`src/logic/clock_gen_pkg.sv`:
```
package clock_gen_pkg;
    // register byte offsets
    localparam logic [7:0] CFG_OFFSET = 8'h00;
    localparam logic [7:0] SYS_OFFSET = 8'h04;
    localparam logic [7:0] STATUS_OFFSET = 8'h08;
    // field widths
    localparam int MODE_W = 2;
    localparam int IDIV_W = 2;
    localparam int ODIV_W = 4;
    localparam int MUL_W = 5;
    localparam int PER_W = 12;
    localparam int DEN_W = PER_W + IDIV_W + 1 + ODIV_W + 1;
    // field positions in the config, sys and status words
    localparam int MODE_LSB = 0;
    localparam int IDIV_LSB = 2;
    localparam int ODIV_LSB = 4;
    localparam int MUL_LSB = 8;
    localparam int HALVE_BIT = 0;
    localparam int STATE_LSB = 0;
    localparam int PERIOD_LSB = 16;
    // codes, limits and reset values
    localparam logic [MODE_W-1:0] MODE_PLL = 2'h3;
    localparam logic [MODE_W-1:0] MODE_RESET = 2'h0;
    localparam logic [IDIV_W-1:0] IDIV_RESET = 2'h0;
    localparam logic [ODIV_W-1:0] ODIV_RESET = 4'h0;
    localparam logic [ODIV_W-1:0] ODIV_MAX = 4'hE;
    localparam logic [MUL_W-1:0] MUL_RESET = 5'h00;
    localparam logic HALVE_RESET = 1'b0;
    localparam logic [PER_W-1:0] PERIOD_RESET = 12'h001;
    localparam logic [PER_W-1:0] PERIOD_MAX = 12'hFFF;
    // loop state, gray along bypass -> acquire -> locked
    typedef enum logic [1:0] {
        ST_BYPASS = 2'h0,
        ST_ACQUIRE = 2'h1,
        ST_LOCKED = 2'h3
    } loop_state_type;
endpackage : clock_gen_pkg
```
`src/logic/clock_gen.sv`:
```
`timescale 1ns/1ps
module clock_gen
    import clock_gen_pkg::*;
(
    input wire logic mclk_in,
    input wire logic rst_n_in,
    input wire logic ce_in,
    input wire logic osc_tick_in,
    input wire logic psel_in,
    input wire logic penable_in,
    input wire logic pwrite_in,
    input wire logic [7:0] paddr_in,
    input wire logic [31:0] pwdata_in,
    output logic pready_out,
    output logic [31:0] prdata_out,
    output logic pslverr_out,
    output logic mc_tick_out,
    output logic cpu_tick_out,
    output logic sys_tick_out
);
    logic rst_meta_q;
    logic rst_n;
    logic pready_q, pready_d;
    logic [31:0] prdata_q, prdata_d;
    logic pslverr_q, pslverr_d;
    logic [MODE_W-1:0] clock_mode_select_q, clock_mode_select_d;
    logic [IDIV_W-1:0] input_prescale_setting_q, input_prescale_setting_d;
    logic [ODIV_W-1:0] output_prescale_setting_q, output_prescale_setting_d;
    logic [MUL_W-1:0] loop_multiplier_setting_q, loop_multiplier_setting_d;
    logic cpu_clock_halve_select_q, cpu_clock_halve_select_d;
    logic setup, access, wr;
    logic [IDIV_W-1:0] in_cnt_q, in_cnt_d;
    logic [ODIV_W-1:0] out_cnt_q, out_cnt_d;
    logic [PER_W-1:0] meas_cnt_q, meas_cnt_d;
    logic [PER_W-1:0] measured_q, measured_d;
    logic [PER_W-1:0] period_est_q, period_est_d;
    logic [DEN_W:0] acc_q, acc_d;
    loop_state_type state_q, state_d;
    logic is_pll, byp_tick, nco_tick;
    logic [DEN_W-1:0] den;
    logic [DEN_W:0] acc_sum, acc_diff;
    logic mc_tick_q, mc_tick_d;
    logic cpu_phase_q, cpu_phase_d;
    logic cpu_tick_q, cpu_tick_d;
    logic sys_tick_q, sys_tick_d;

    // reset release through two flops, assert stays asynchronous
    always_ff @(posedge mclk_in or negedge rst_n_in)
    begin
        if (!rst_n_in)
        begin
            rst_meta_q <= 1'b0;
            rst_n <= 1'b0;
        end
        else
        begin
            rst_meta_q <= 1'b1;
            rst_n <= rst_meta_q;
        end
    end

    // apb slave: zero wait states, read data latched in setup
    always_comb
    begin
        setup = psel_in & ~penable_in;
        access = psel_in & penable_in & pready_q;
        wr = access & pwrite_in;
        pready_d = setup;
        prdata_d = prdata_q;
        pslverr_d = pslverr_q;
        clock_mode_select_d = clock_mode_select_q;
        input_prescale_setting_d = input_prescale_setting_q;
        output_prescale_setting_d = output_prescale_setting_q;
        loop_multiplier_setting_d = loop_multiplier_setting_q;
        cpu_clock_halve_select_d = cpu_clock_halve_select_q;
        if (setup)
        begin
            pslverr_d = 1'b0;
            if (paddr_in == CFG_OFFSET)
                prdata_d = (32'(clock_mode_select_q) << MODE_LSB) | (32'(input_prescale_setting_q) << IDIV_LSB)
                    | (32'(output_prescale_setting_q) << ODIV_LSB) | (32'(loop_multiplier_setting_q) << MUL_LSB);
            else if (paddr_in == SYS_OFFSET)
                prdata_d = 32'(cpu_clock_halve_select_q) << HALVE_BIT;
            else if (paddr_in == STATUS_OFFSET)
                prdata_d = (32'(period_est_q) << PERIOD_LSB) | (32'(state_q) << STATE_LSB);
            else
            begin
                prdata_d = 32'h00000000;
                pslverr_d = 1'b1;
            end
        end
        if (wr && paddr_in == CFG_OFFSET)
        begin
            clock_mode_select_d = pwdata_in[MODE_LSB +: MODE_W];
            input_prescale_setting_d = pwdata_in[IDIV_LSB +: IDIV_W];
            // fifteen is not a legal output divider, so it saturates
            if (pwdata_in[ODIV_LSB +: ODIV_W] > ODIV_MAX)
                output_prescale_setting_d = ODIV_MAX;
            else
                output_prescale_setting_d = pwdata_in[ODIV_LSB +: ODIV_W];
            loop_multiplier_setting_d = pwdata_in[MUL_LSB +: MUL_W];
        end
        if (wr && paddr_in == SYS_OFFSET)
            cpu_clock_halve_select_d = pwdata_in[HALVE_BIT];
    end

    always_ff @(posedge mclk_in or negedge rst_n)
    begin
        if (!rst_n)
        begin
            pready_q <= 1'b0;
            prdata_q <= 32'h00000000;
            pslverr_q <= 1'b0;
            clock_mode_select_q <= MODE_RESET;
            input_prescale_setting_q <= IDIV_RESET;
            output_prescale_setting_q <= ODIV_RESET;
            loop_multiplier_setting_q <= MUL_RESET;
            cpu_clock_halve_select_q <= HALVE_RESET;
        end
        else if (ce_in)
        begin
            pready_q <= pready_d;
            prdata_q <= prdata_d;
            pslverr_q <= pslverr_d;
            clock_mode_select_q <= clock_mode_select_d;
            input_prescale_setting_q <= input_prescale_setting_d;
            output_prescale_setting_q <= output_prescale_setting_d;
            loop_multiplier_setting_q <= loop_multiplier_setting_d;
            cpu_clock_halve_select_q <= cpu_clock_halve_select_d;
        end
    end

    // master tick source: prescaler cascade or fractional loop
    always_comb
    begin
        is_pll = (clock_mode_select_q == MODE_PLL);
        byp_tick = 1'b0;
        in_cnt_d = in_cnt_q;
        out_cnt_d = out_cnt_q;
        if (osc_tick_in)
        begin
            if (in_cnt_q >= input_prescale_setting_q)
            begin
                in_cnt_d = '0;
                if (out_cnt_q >= output_prescale_setting_q)
                begin
                    out_cnt_d = '0;
                    byp_tick = 1'b1;
                end
                else
                    out_cnt_d = out_cnt_q + 4'h1;
            end
            else
                in_cnt_d = in_cnt_q + 2'h1;
        end
        // reference period measured in mclk cycles, saturating
        meas_cnt_d = meas_cnt_q;
        measured_d = measured_q;
        if (osc_tick_in)
        begin
            measured_d = meas_cnt_q + 12'h001;
            meas_cnt_d = '0;
        end
        else if (meas_cnt_q != PERIOD_MAX - 12'h001)
            meas_cnt_d = meas_cnt_q + 12'h001;
        // estimate walks one step per reference tick, never jumps
        period_est_d = period_est_q;
        if (is_pll && osc_tick_in)
        begin
            if (period_est_q < measured_q)
                period_est_d = period_est_q + 12'h001;
            else if (period_est_q > measured_q)
                period_est_d = period_est_q - 12'h001;
        end
        state_d = state_q;
        case (state_q)
            ST_BYPASS: if (is_pll) state_d = ST_ACQUIRE;
            ST_ACQUIRE:
                if (!is_pll)
                    state_d = ST_BYPASS;
                else if (period_est_q == measured_q)
                    state_d = ST_LOCKED;
            ST_LOCKED:
                if (!is_pll)
                    state_d = ST_BYPASS;
                else if (period_est_q != measured_q)
                    state_d = ST_ACQUIRE;
            default: state_d = ST_BYPASS;
        endcase
        // tick rate = fmclk*(mul+1)/(est*divs), capped at one per cycle
        den = DEN_W'(period_est_q) * DEN_W'(input_prescale_setting_q + 3'h1)
            * DEN_W'(output_prescale_setting_q + 5'h01);
        acc_sum = acc_q + (DEN_W + 1)'(loop_multiplier_setting_q) + (DEN_W + 1)'(1);
        acc_diff = acc_sum - (DEN_W + 1)'(den);
        nco_tick = 1'b0;
        acc_d = acc_q;
        if (is_pll)
        begin
            acc_d = acc_sum;
            if (acc_sum >= (DEN_W + 1)'(den))
            begin
                nco_tick = 1'b1;
                acc_d = (acc_diff >= (DEN_W + 1)'(den)) ? '0 : acc_diff;
            end
        end
        else
            acc_d = '0;
        mc_tick_d = is_pll ? nco_tick : byp_tick;
        // halving takes every other master tick
        cpu_phase_d = cpu_phase_q;
        if (mc_tick_d && cpu_clock_halve_select_q)
            cpu_phase_d = ~cpu_phase_q;
        cpu_tick_d = mc_tick_d & (~cpu_clock_halve_select_q | cpu_phase_q);
        sys_tick_d = cpu_tick_d;
    end

    always_ff @(posedge mclk_in or negedge rst_n)
    begin
        if (!rst_n)
        begin
            in_cnt_q <= '0;
            out_cnt_q <= '0;
            meas_cnt_q <= '0;
            measured_q <= PERIOD_RESET;
            period_est_q <= PERIOD_RESET;
            acc_q <= '0;
            state_q <= ST_BYPASS;
            mc_tick_q <= 1'b0;
            cpu_phase_q <= 1'b0;
            cpu_tick_q <= 1'b0;
            sys_tick_q <= 1'b0;
        end
        else if (ce_in)
        begin
            in_cnt_q <= in_cnt_d;
            out_cnt_q <= out_cnt_d;
            meas_cnt_q <= meas_cnt_d;
            measured_q <= measured_d;
            period_est_q <= period_est_d;
            acc_q <= acc_d;
            state_q <= state_d;
            mc_tick_q <= mc_tick_d;
            cpu_phase_q <= cpu_phase_d;
            cpu_tick_q <= cpu_tick_d;
            sys_tick_q <= sys_tick_d;
        end
    end

    assign pready_out = pready_q;
    assign prdata_out = prdata_q;
    assign pslverr_out = pslverr_q;
    assign mc_tick_out = mc_tick_q;
    assign cpu_tick_out = cpu_tick_q;
    assign sys_tick_out = sys_tick_q;
endmodule : clock_gen

```
`config.mk`:
```
export PLATFORM = sky130hd
export DESIGN_NAME = clock_gen
export DESIGN_NICKNAME = d
export VERILOG_FILES = /design/src/logic/clock_gen_pkg.sv /design/src/logic/clock_gen.sv
export SDC_FILE = /design/constraint.sdc
export NUM_CORES = 1
export LEC_CHECK = 0
export ABC_AREA = 1
export BUFFER_PORTS_ARGS = -buffer_cell sky130_fd_sc_hd__clkbuf_2
export CAP_MARGIN = 20
export CORE_MARGIN = 8
export CORE_UTILIZATION = 45
export DETAILED_ROUTE_END_ITERATION = 8
export GPL_TIMING_DRIVEN = 0
export PLACE_DENSITY = 0.64
export REMOVE_ABC_BUFFERS = 1
export SYNTH_ARGS = -nofsm -noshare
export SYNTH_HDL_FRONTEND = slang
export SYNTH_SLANG_ARGS = --single-unit
```
`constraint.sdc`:
```
create_clock -name mclk_in -period 5.35 [get_ports mclk_in]
set_input_delay 0.2675 -clock mclk_in [delete_from_list [all_inputs] [get_ports mclk_in]]
set_output_delay 0.2675 -clock mclk_in [all_outputs]
set_load 0.02 [all_outputs]
```
Word-level counts from Yosys, hierarchy flattened

Index checks and enable logic that the tools add are counted.

Add/sub/neg operators: 10
Bitwise logic cells: 13
$lt $le $gt $ge: 7
Multiplexer cells: 27
Reductions and logical operators: 17
Equality and inequality tests: 11
$mul: 2

Operators by type and width:

| operator                | count |
|---|---|
| $mux W28                | 3 |
| $mux W21                | 3 |
| $mux W12                | 4 |
| $ge A21 B20 Y1          | 2 |
| $or A28 B2 Y28          | 1 |
| $add A12 B1 Y12 const B | 2 |
| $add A21 B1 Y21 const B | 1 |
| $add A21 B5 Y21         | 1 |
| $sub A21 B20 Y21        | 1 |
| $mul A15 B5 Y20         | 1 |
| $mul A12 B3 Y15         | 1 |
| $or A8 B13 Y13          | 1 |
| $eq A12 B12 Y1          | 1 |
| $gt A12 B12 Y1          | 1 |
| $lt A12 B12 Y1          | 1 |
| $mux W2                 | 6 |
| $ne A12 B12 Y1          | 1 |
| $ne A12 B12 Y1 const B  | 1 |
| $reduce_and A2 Y1       | 6 |
| $sub A12 B1 Y12 const B | 1 |
| $eq A8 B3 Y1 const B    | 1 |
| $eq A8 B4 Y1 const B    | 1 |
| $logic_not A8 Y1        | 1 |
| $mux W1                 | 8 |
| other kinds (23)        | 37 |

Output and inout bits: 37
Register bits after elaboration: 118
Input bits: 47
Logic and storage cells: 107

Logic depth before layout (Yosys ltp)

Word-level depth: 8
Depth in mapped cells: 51
Gate-level depth less buffers: 49

Worst setup path before layout

No wires, ideal clock.

Kind: register to register
Start point: reg input_prescale_setting_q[0]
End point: reg acc_q[12]
Data arrival time: 7.996 ns
Buffers on the path: 2
Period minus slack after synthesis: 8.112 ns
Setup slack: -2.762 ns
Required time: 5.234 ns
Cell stages (with the launch flop): 49
Library setup time: 0.116 ns
Cells stage by stage: dfrtp_1 -> ha_1 -> clkbuf_1 -> nand2_1 -> fa_1 -> inv_1 -> ha_1 -> inv_1 -> fa_1 -> o21ai_0 -> a21oi_1 -> o21bai_1 -> a21oi_1 -> o21ai_0 -> a21oi_1 -> o21bai_1 -> xor2_1 -> nor2_1 -> [13 not listed] -> nand2_2 -> ha_1 -> a21oi_1 -> nand2_1 -> nand3_1 -> nand2_1 -> xor2_1 -> ha_1 -> inv_1 -> nor2_1 -> nand2_1 -> nor2_1 -> nor2_2 -> buf_6 -> nand3_2 -> nand2_1 -> nand2_1 -> nand2_1

Cells in the longest elaborated chain, start to end: 8
Elaborated cells on any way between the ends: 9
Those cells by class: add/sub (2); mul (2); order compare (2); mux (3)

RTL lines:

| element                  | line             | RTL |
|---|---|---|
| start: declaration       | clock_gen.sv:27  | `logic [IDIV_W-1:0] input_prescale_setting_q, input_prescale_setting_d;` |
| start signal: assignment | clock_gen.sv:126 | `input_prescale_setting_q <= input_prescale_setting_d;` |
| $add A2 B1 Y3 (*)        | clock_gen.sv:191 | `den = DEN_W'(period_est_q) * DEN_W'(input_prescale_setting_q + 3'h1)` |
| $mul A12 B3 Y15 (*)      | clock_gen.sv:191 |  |
| $mul A15 B5 Y20 (*)      | clock_gen.sv:192 | `* DEN_W'(output_prescale_setting_q + 5'h01);` |
| $sub A21 B20 Y21         | clock_gen.sv:194 | `acc_diff = acc_sum - (DEN_W + 1)'(den);` |
| $ge A21 B20 Y1           | clock_gen.sv:203 | `acc_d = (acc_diff >= (DEN_W + 1)'(den)) ? '0 : acc_diff;` |
| $mux W21                 | clock_gen.sv:203 |  |
| $mux W21 (*)             | clock_gen.sv:200 | `if (acc_sum >= (DEN_W + 1)'(den))` |
| $mux W21 (*)             | clock_gen.sv:197 | `if (is_pll)` |
| end signal: assignment   | clock_gen.sv:226 | `acc_q <= '0;` |
| end signal: assignment   | clock_gen.sv:240 | `acc_q <= acc_d;` |
| end: declaration         | clock_gen.sv:37  | `logic [DEN_W:0] acc_q, acc_d;` |

Mark *: on every way between the ends. The rest lies on a longest branch, timed or not.
A chain may end at the register's enable or synchronous reset.

Final worst setup path

Start point: reg input_prescale_setting_q[1]
End point: reg acc_q[5]

The elaborated chain is that of the path after synthesis.

==> impl_metrics.py <==
metrics = {
    "worst_setup_path": {
        "startpoint_type": "flop",
        "crit_type": "flop to flop",
        "path_buf_inv": 6,
        "crit_path_max_fanout": 10,
        "cp-end-kind": "flop",
        "arrival_ps": 8280,
        "r2r_end": "acc_q[5]",
        "rr_worst_depth": 44,
        "crit_required_ps": 5590,
        "cpMostUsedCell": "nand2_2",
        "path_delay_family": "adder cells",
        "cpPeakStageDelay_ps": 570,
        "r2r-start": "input_prescale_setting_q[1]",
        "reg2reg_slack_ps": -2690,
        "cpMaxStageDelayCell": "fa_1",
    },
    "synth": {
        "synth_common_cells": "nand2_1 (414), inv_1 (270), nor2_1 (125)",
        "postSynthAreaPerCell_um2": 7.22,
        "synth-async-reset-ratio_pct": 100,
        "yosysMostFrequentCell": "nand2_1",
        "synth-edff-count": 0,
        "synth_cells": 1579,
        "syn_area_um2": 11400,
        "ys_warn_count": 0,
        "synth_top_cell_by_area": "dfrtp_1",
        "synth_ff_type": "dfrtp_1",
        "synth_top_cell_area_share_pct": 23.9,
        "synthTopCellsByArea": "dfrtp_1 (24%), nand2_1 (14%), ha_1 (13%), fa_1 (9.3%), inv_1 (8.9%)",
        "ys_ff_latch": 111,
        "seq_area_frac_synth_pct": 24.4,
        "synthDistinctLibCells": 45,
    },
    "placed_design": {
        "dp_slack_ps": -4320,
        "portBuffers": 57,
        "hpwl_um": 21700,
        "place_congestion": 0.864,
        "place_area_um2": 12000,
    },
    "clock_network": {
        "cts_buffer_depth": 2,
        "numCtsBuffers": 9,
        "clock_latency_ps": 360,
        "cts_tree": "done",
        "cts_root_buf": "clkbuf_16",
        "cts_sinks": 111,
        "clk_pin_slew_ps": 80,
        "htree_levels": 3,
    },
    "sta": {
        "rsz0062_at_grt": "true",
        "fin_skew_ps": 14.7,
        "fmax_mhz": 124,
        "period_needed_ps": 8040,
        "final_max_slew_viol_count": 0,
        "period_share_pct": 150,
        "setup_ws_ps": -2690,
        "setup_viol": 23,
        "worst_pin_slew_ps": 871,
        "hold_viol": 0,
        "timing.slew.headroom_pct": 41.8,
    },
    "detailed_routing": {
        "drt-pass1-iter-count": 8,
        "via_per_inst": 5.09,
        "drtIter0Drc": 537,
        "wl_per_cell_um": 14.5,
        "ant_nets": 0,
        "vias": 10306,
        "route.detailed.drc": 0,
        "drt-total-wl_um": 29300,
    },
    "outcome": {
        "violations": "negative setup slack",
        "status": "finished with violations",
    },
    "pwr": {
        "comb_power_share_pct": 26.8,
        "intPower_w": 0.00146,
        "pwr-share-clk_pct": 31.2,
        "power_density_nw_per_um2": 157,
        "p_switching_w": 0.000710,
        "seq_power_share_pct": 42.0,
        "ir_worst_vdd_mv": 0.141,
        "switching_share_pct": 32.7,
        "leakage_nw": 7.22,
    },
    "floorplanning": {
        "rows": 58,
        "die_area_um2": 30700,
        "start_util_pct": 45.5,
        "io_pins": 84,
        "die_height_um": 175,
        "design.core.area_um2": 25000,
        "die_w_um": 175,
    },
    "final_layout": {
        "num-nets-final": 1907,
        "num_antenna_cells": 0,
        "fin_area_um2": 13800,
        "drive_above_1_share_pct": 21.4,
        "n_fill_cell": 2308,
        "area_growth_pct": 21.1,
    },
    "worst_hold_path": {
        "worstHoldPathType": "input pin to flop",
        "hold_depth": 2,
        "min_from": "pwdata_in[1]",
        "hold-path-endpoint": "clock_mode_select_q[1]",
    },
    "grt": {
        "first_global_vias": 10185,
        "antenna_found_initial": 0,
        "grt_first_pass_wirelength_um": 48300,
        "grt_overflow": 0,
        "grt_max_degree": 64,
        "grt_usage_pct": 18.8,
    },
    "job": {
        "cap_violations": 0,
    },
}
cell usage in the layout (no fill, tap or decap), types with 8 or more instances in the layout:
cell type  Yosys  final
a21oi_1       68     51
o31ai_1       12     12
nand2_1      414    380
ha_1         117     91
nand3_1       70     64
nand4_1       17     17
nand2_2       16     42
xor2_1        45     34
nor2_2         6     14
xnor2_1       25     18
nand2_4        0      8
inv_1        270    260
nor2_4         0      9
conb_1         2      8
clkbuf_2       0     57
buf_4         10     61
nor3_1        10      9
ha_4           0     24
a21oi_2        2     15
dfrtp_1      109    107
inv_2         10     17
nand3_2       30     34
clkbuf_16      0      9
fa_1          53     50
xor2_2         0      9
nor2_1       125    109
o22ai_1       11     11
o21ai_0       78     76
per-layer routing:
layer  share of wire [%]  routed length, um  track usage, %  up-vias
met5                   0                  0               0        -
met4                 1.8                516            4.42        0
met3                 3.5               1030            2.05       34
met2                  48              14000            32.1      190
met1                  47              13700            25.2     4895
li1                    -                  -               -     5187
area by class of cell:
cell class                      instances  area [um2]  area share (%)
Inverter                              282        1070            7.74
Sequential cell                       111        2790            20.2
Tap cell                              330         413            2.99
Timing Repair Buffer                  129         916            6.64
Clock buffer                           10         239            1.73
Clock inverter                          6        52.6           0.381
Multi-Input combinational cell       1157        8320            60.3
sequential cells by signal, summed over array words and instances (netlist names):
| name | count |
|---|---|
| measured_q | 12 |
| input_prescale_setting_q | 2 |
| loop_multiplier_setting_q | 5 |
| in_cnt_q | 2 |
| meas_cnt_q | 12 |
| period_est_q | 12 |
| sys_tick_out | 1 |
| clock_mode_select_q | 2 |
| pslverr_out | 1 |
| mc_tick_out | 1 |
| output_prescale_setting_q | 4 |
| acc_q | 21 |
| cpu_clock_halve_select_q | 1 |
| out_cnt_q | 4 |
| rst_n | 1 |
| rst_meta_q | 1 |
| pready_out | 1 |
| state_q | 2 |
| cpu_phase_q | 1 |
| prdata_out | 25 |
stage by stage:
step	instances	utilization (%)	setup TNS [ps]	hold WS, ps	power, W
2_1_floorplan	1547	-	-69380	-28.1	0.00126
3_3_place_gp	1934	47.6	-93070	54.1	0.00135
3_5_place_dp	1939	48.0	-97460	56.7	0.00137
4_1_cts	2007	53.0	-62740	130	0.00213
5_1_grt	2025	55.1	-68640	145	0.00229
6_report	2025	55.1	-59450	141	0.00217
power groups by stage:
stage / clock, W / combinational [W] / sequential [W]
2_1_floorplan: 0 / 0.000332 / 0.000928
3_3_place_gp: 0 / 0.000417 / 0.000936
3_5_place_dp: 0 / 0.000442 / 0.000927
4_1_cts: 0.000697 / 0.000524 / 0.000911
5_1_grt: 0.000720 / 0.000650 / 0.000917
6_report: 0.000676 / 0.000581 / 0.000910
kinds of logic (layout without fill, tap and decap cells):
logic type / after synthesis / in the layout / share of synthesized area, %
compound gates: 203 / 203 / 9.97
xor+xnor: 70 / 70 / 5.38
buf+inv: 320 / 427 / 11.0
other cells: 2 / 8 / 0.0659
simple gates: 702 / 705 / 26.9
mux: 1 / 1 / 0.0988
flops: 111 / 111 / 24.4
fa+ha+maj: 170 / 170 / 22.2
worst max path at each step:
| stage | startpoint | end | slack [ps] | depth (start not counted) |
|---|---|---|---|---|
| final | input_prescale_setting_q[1] | acc_q[5] | -2690 | 44 |
| after detailed placement | input_prescale_setting_q[0] | acc_q[5] | -4320 | 46 |
| after floorplan | input_prescale_setting_q[0] | acc_q[0] | -3080 | 46 |
| after global routing | input_prescale_setting_q[1] | acc_q[5] | -3100 | 42 |
| after global placement | input_prescale_setting_q[0] | acc_q[5] | -4140 | 46 |
| after CTS | input_prescale_setting_q[1] | acc_q[5] | -2830 | 41 |
timing repair:
item / CTS / global route
setup endpoints to repair: 23 / 23
gates cloned: 3 / 0
gates resized for setup: 99 / 89
pin swaps: 79 / 80
hold endpoints to repair: 2 / 0
hold buffers: 1 / 0
buffers inserted: 54 / 17
No activity file was read; power rests on OpenSTA's default activity.
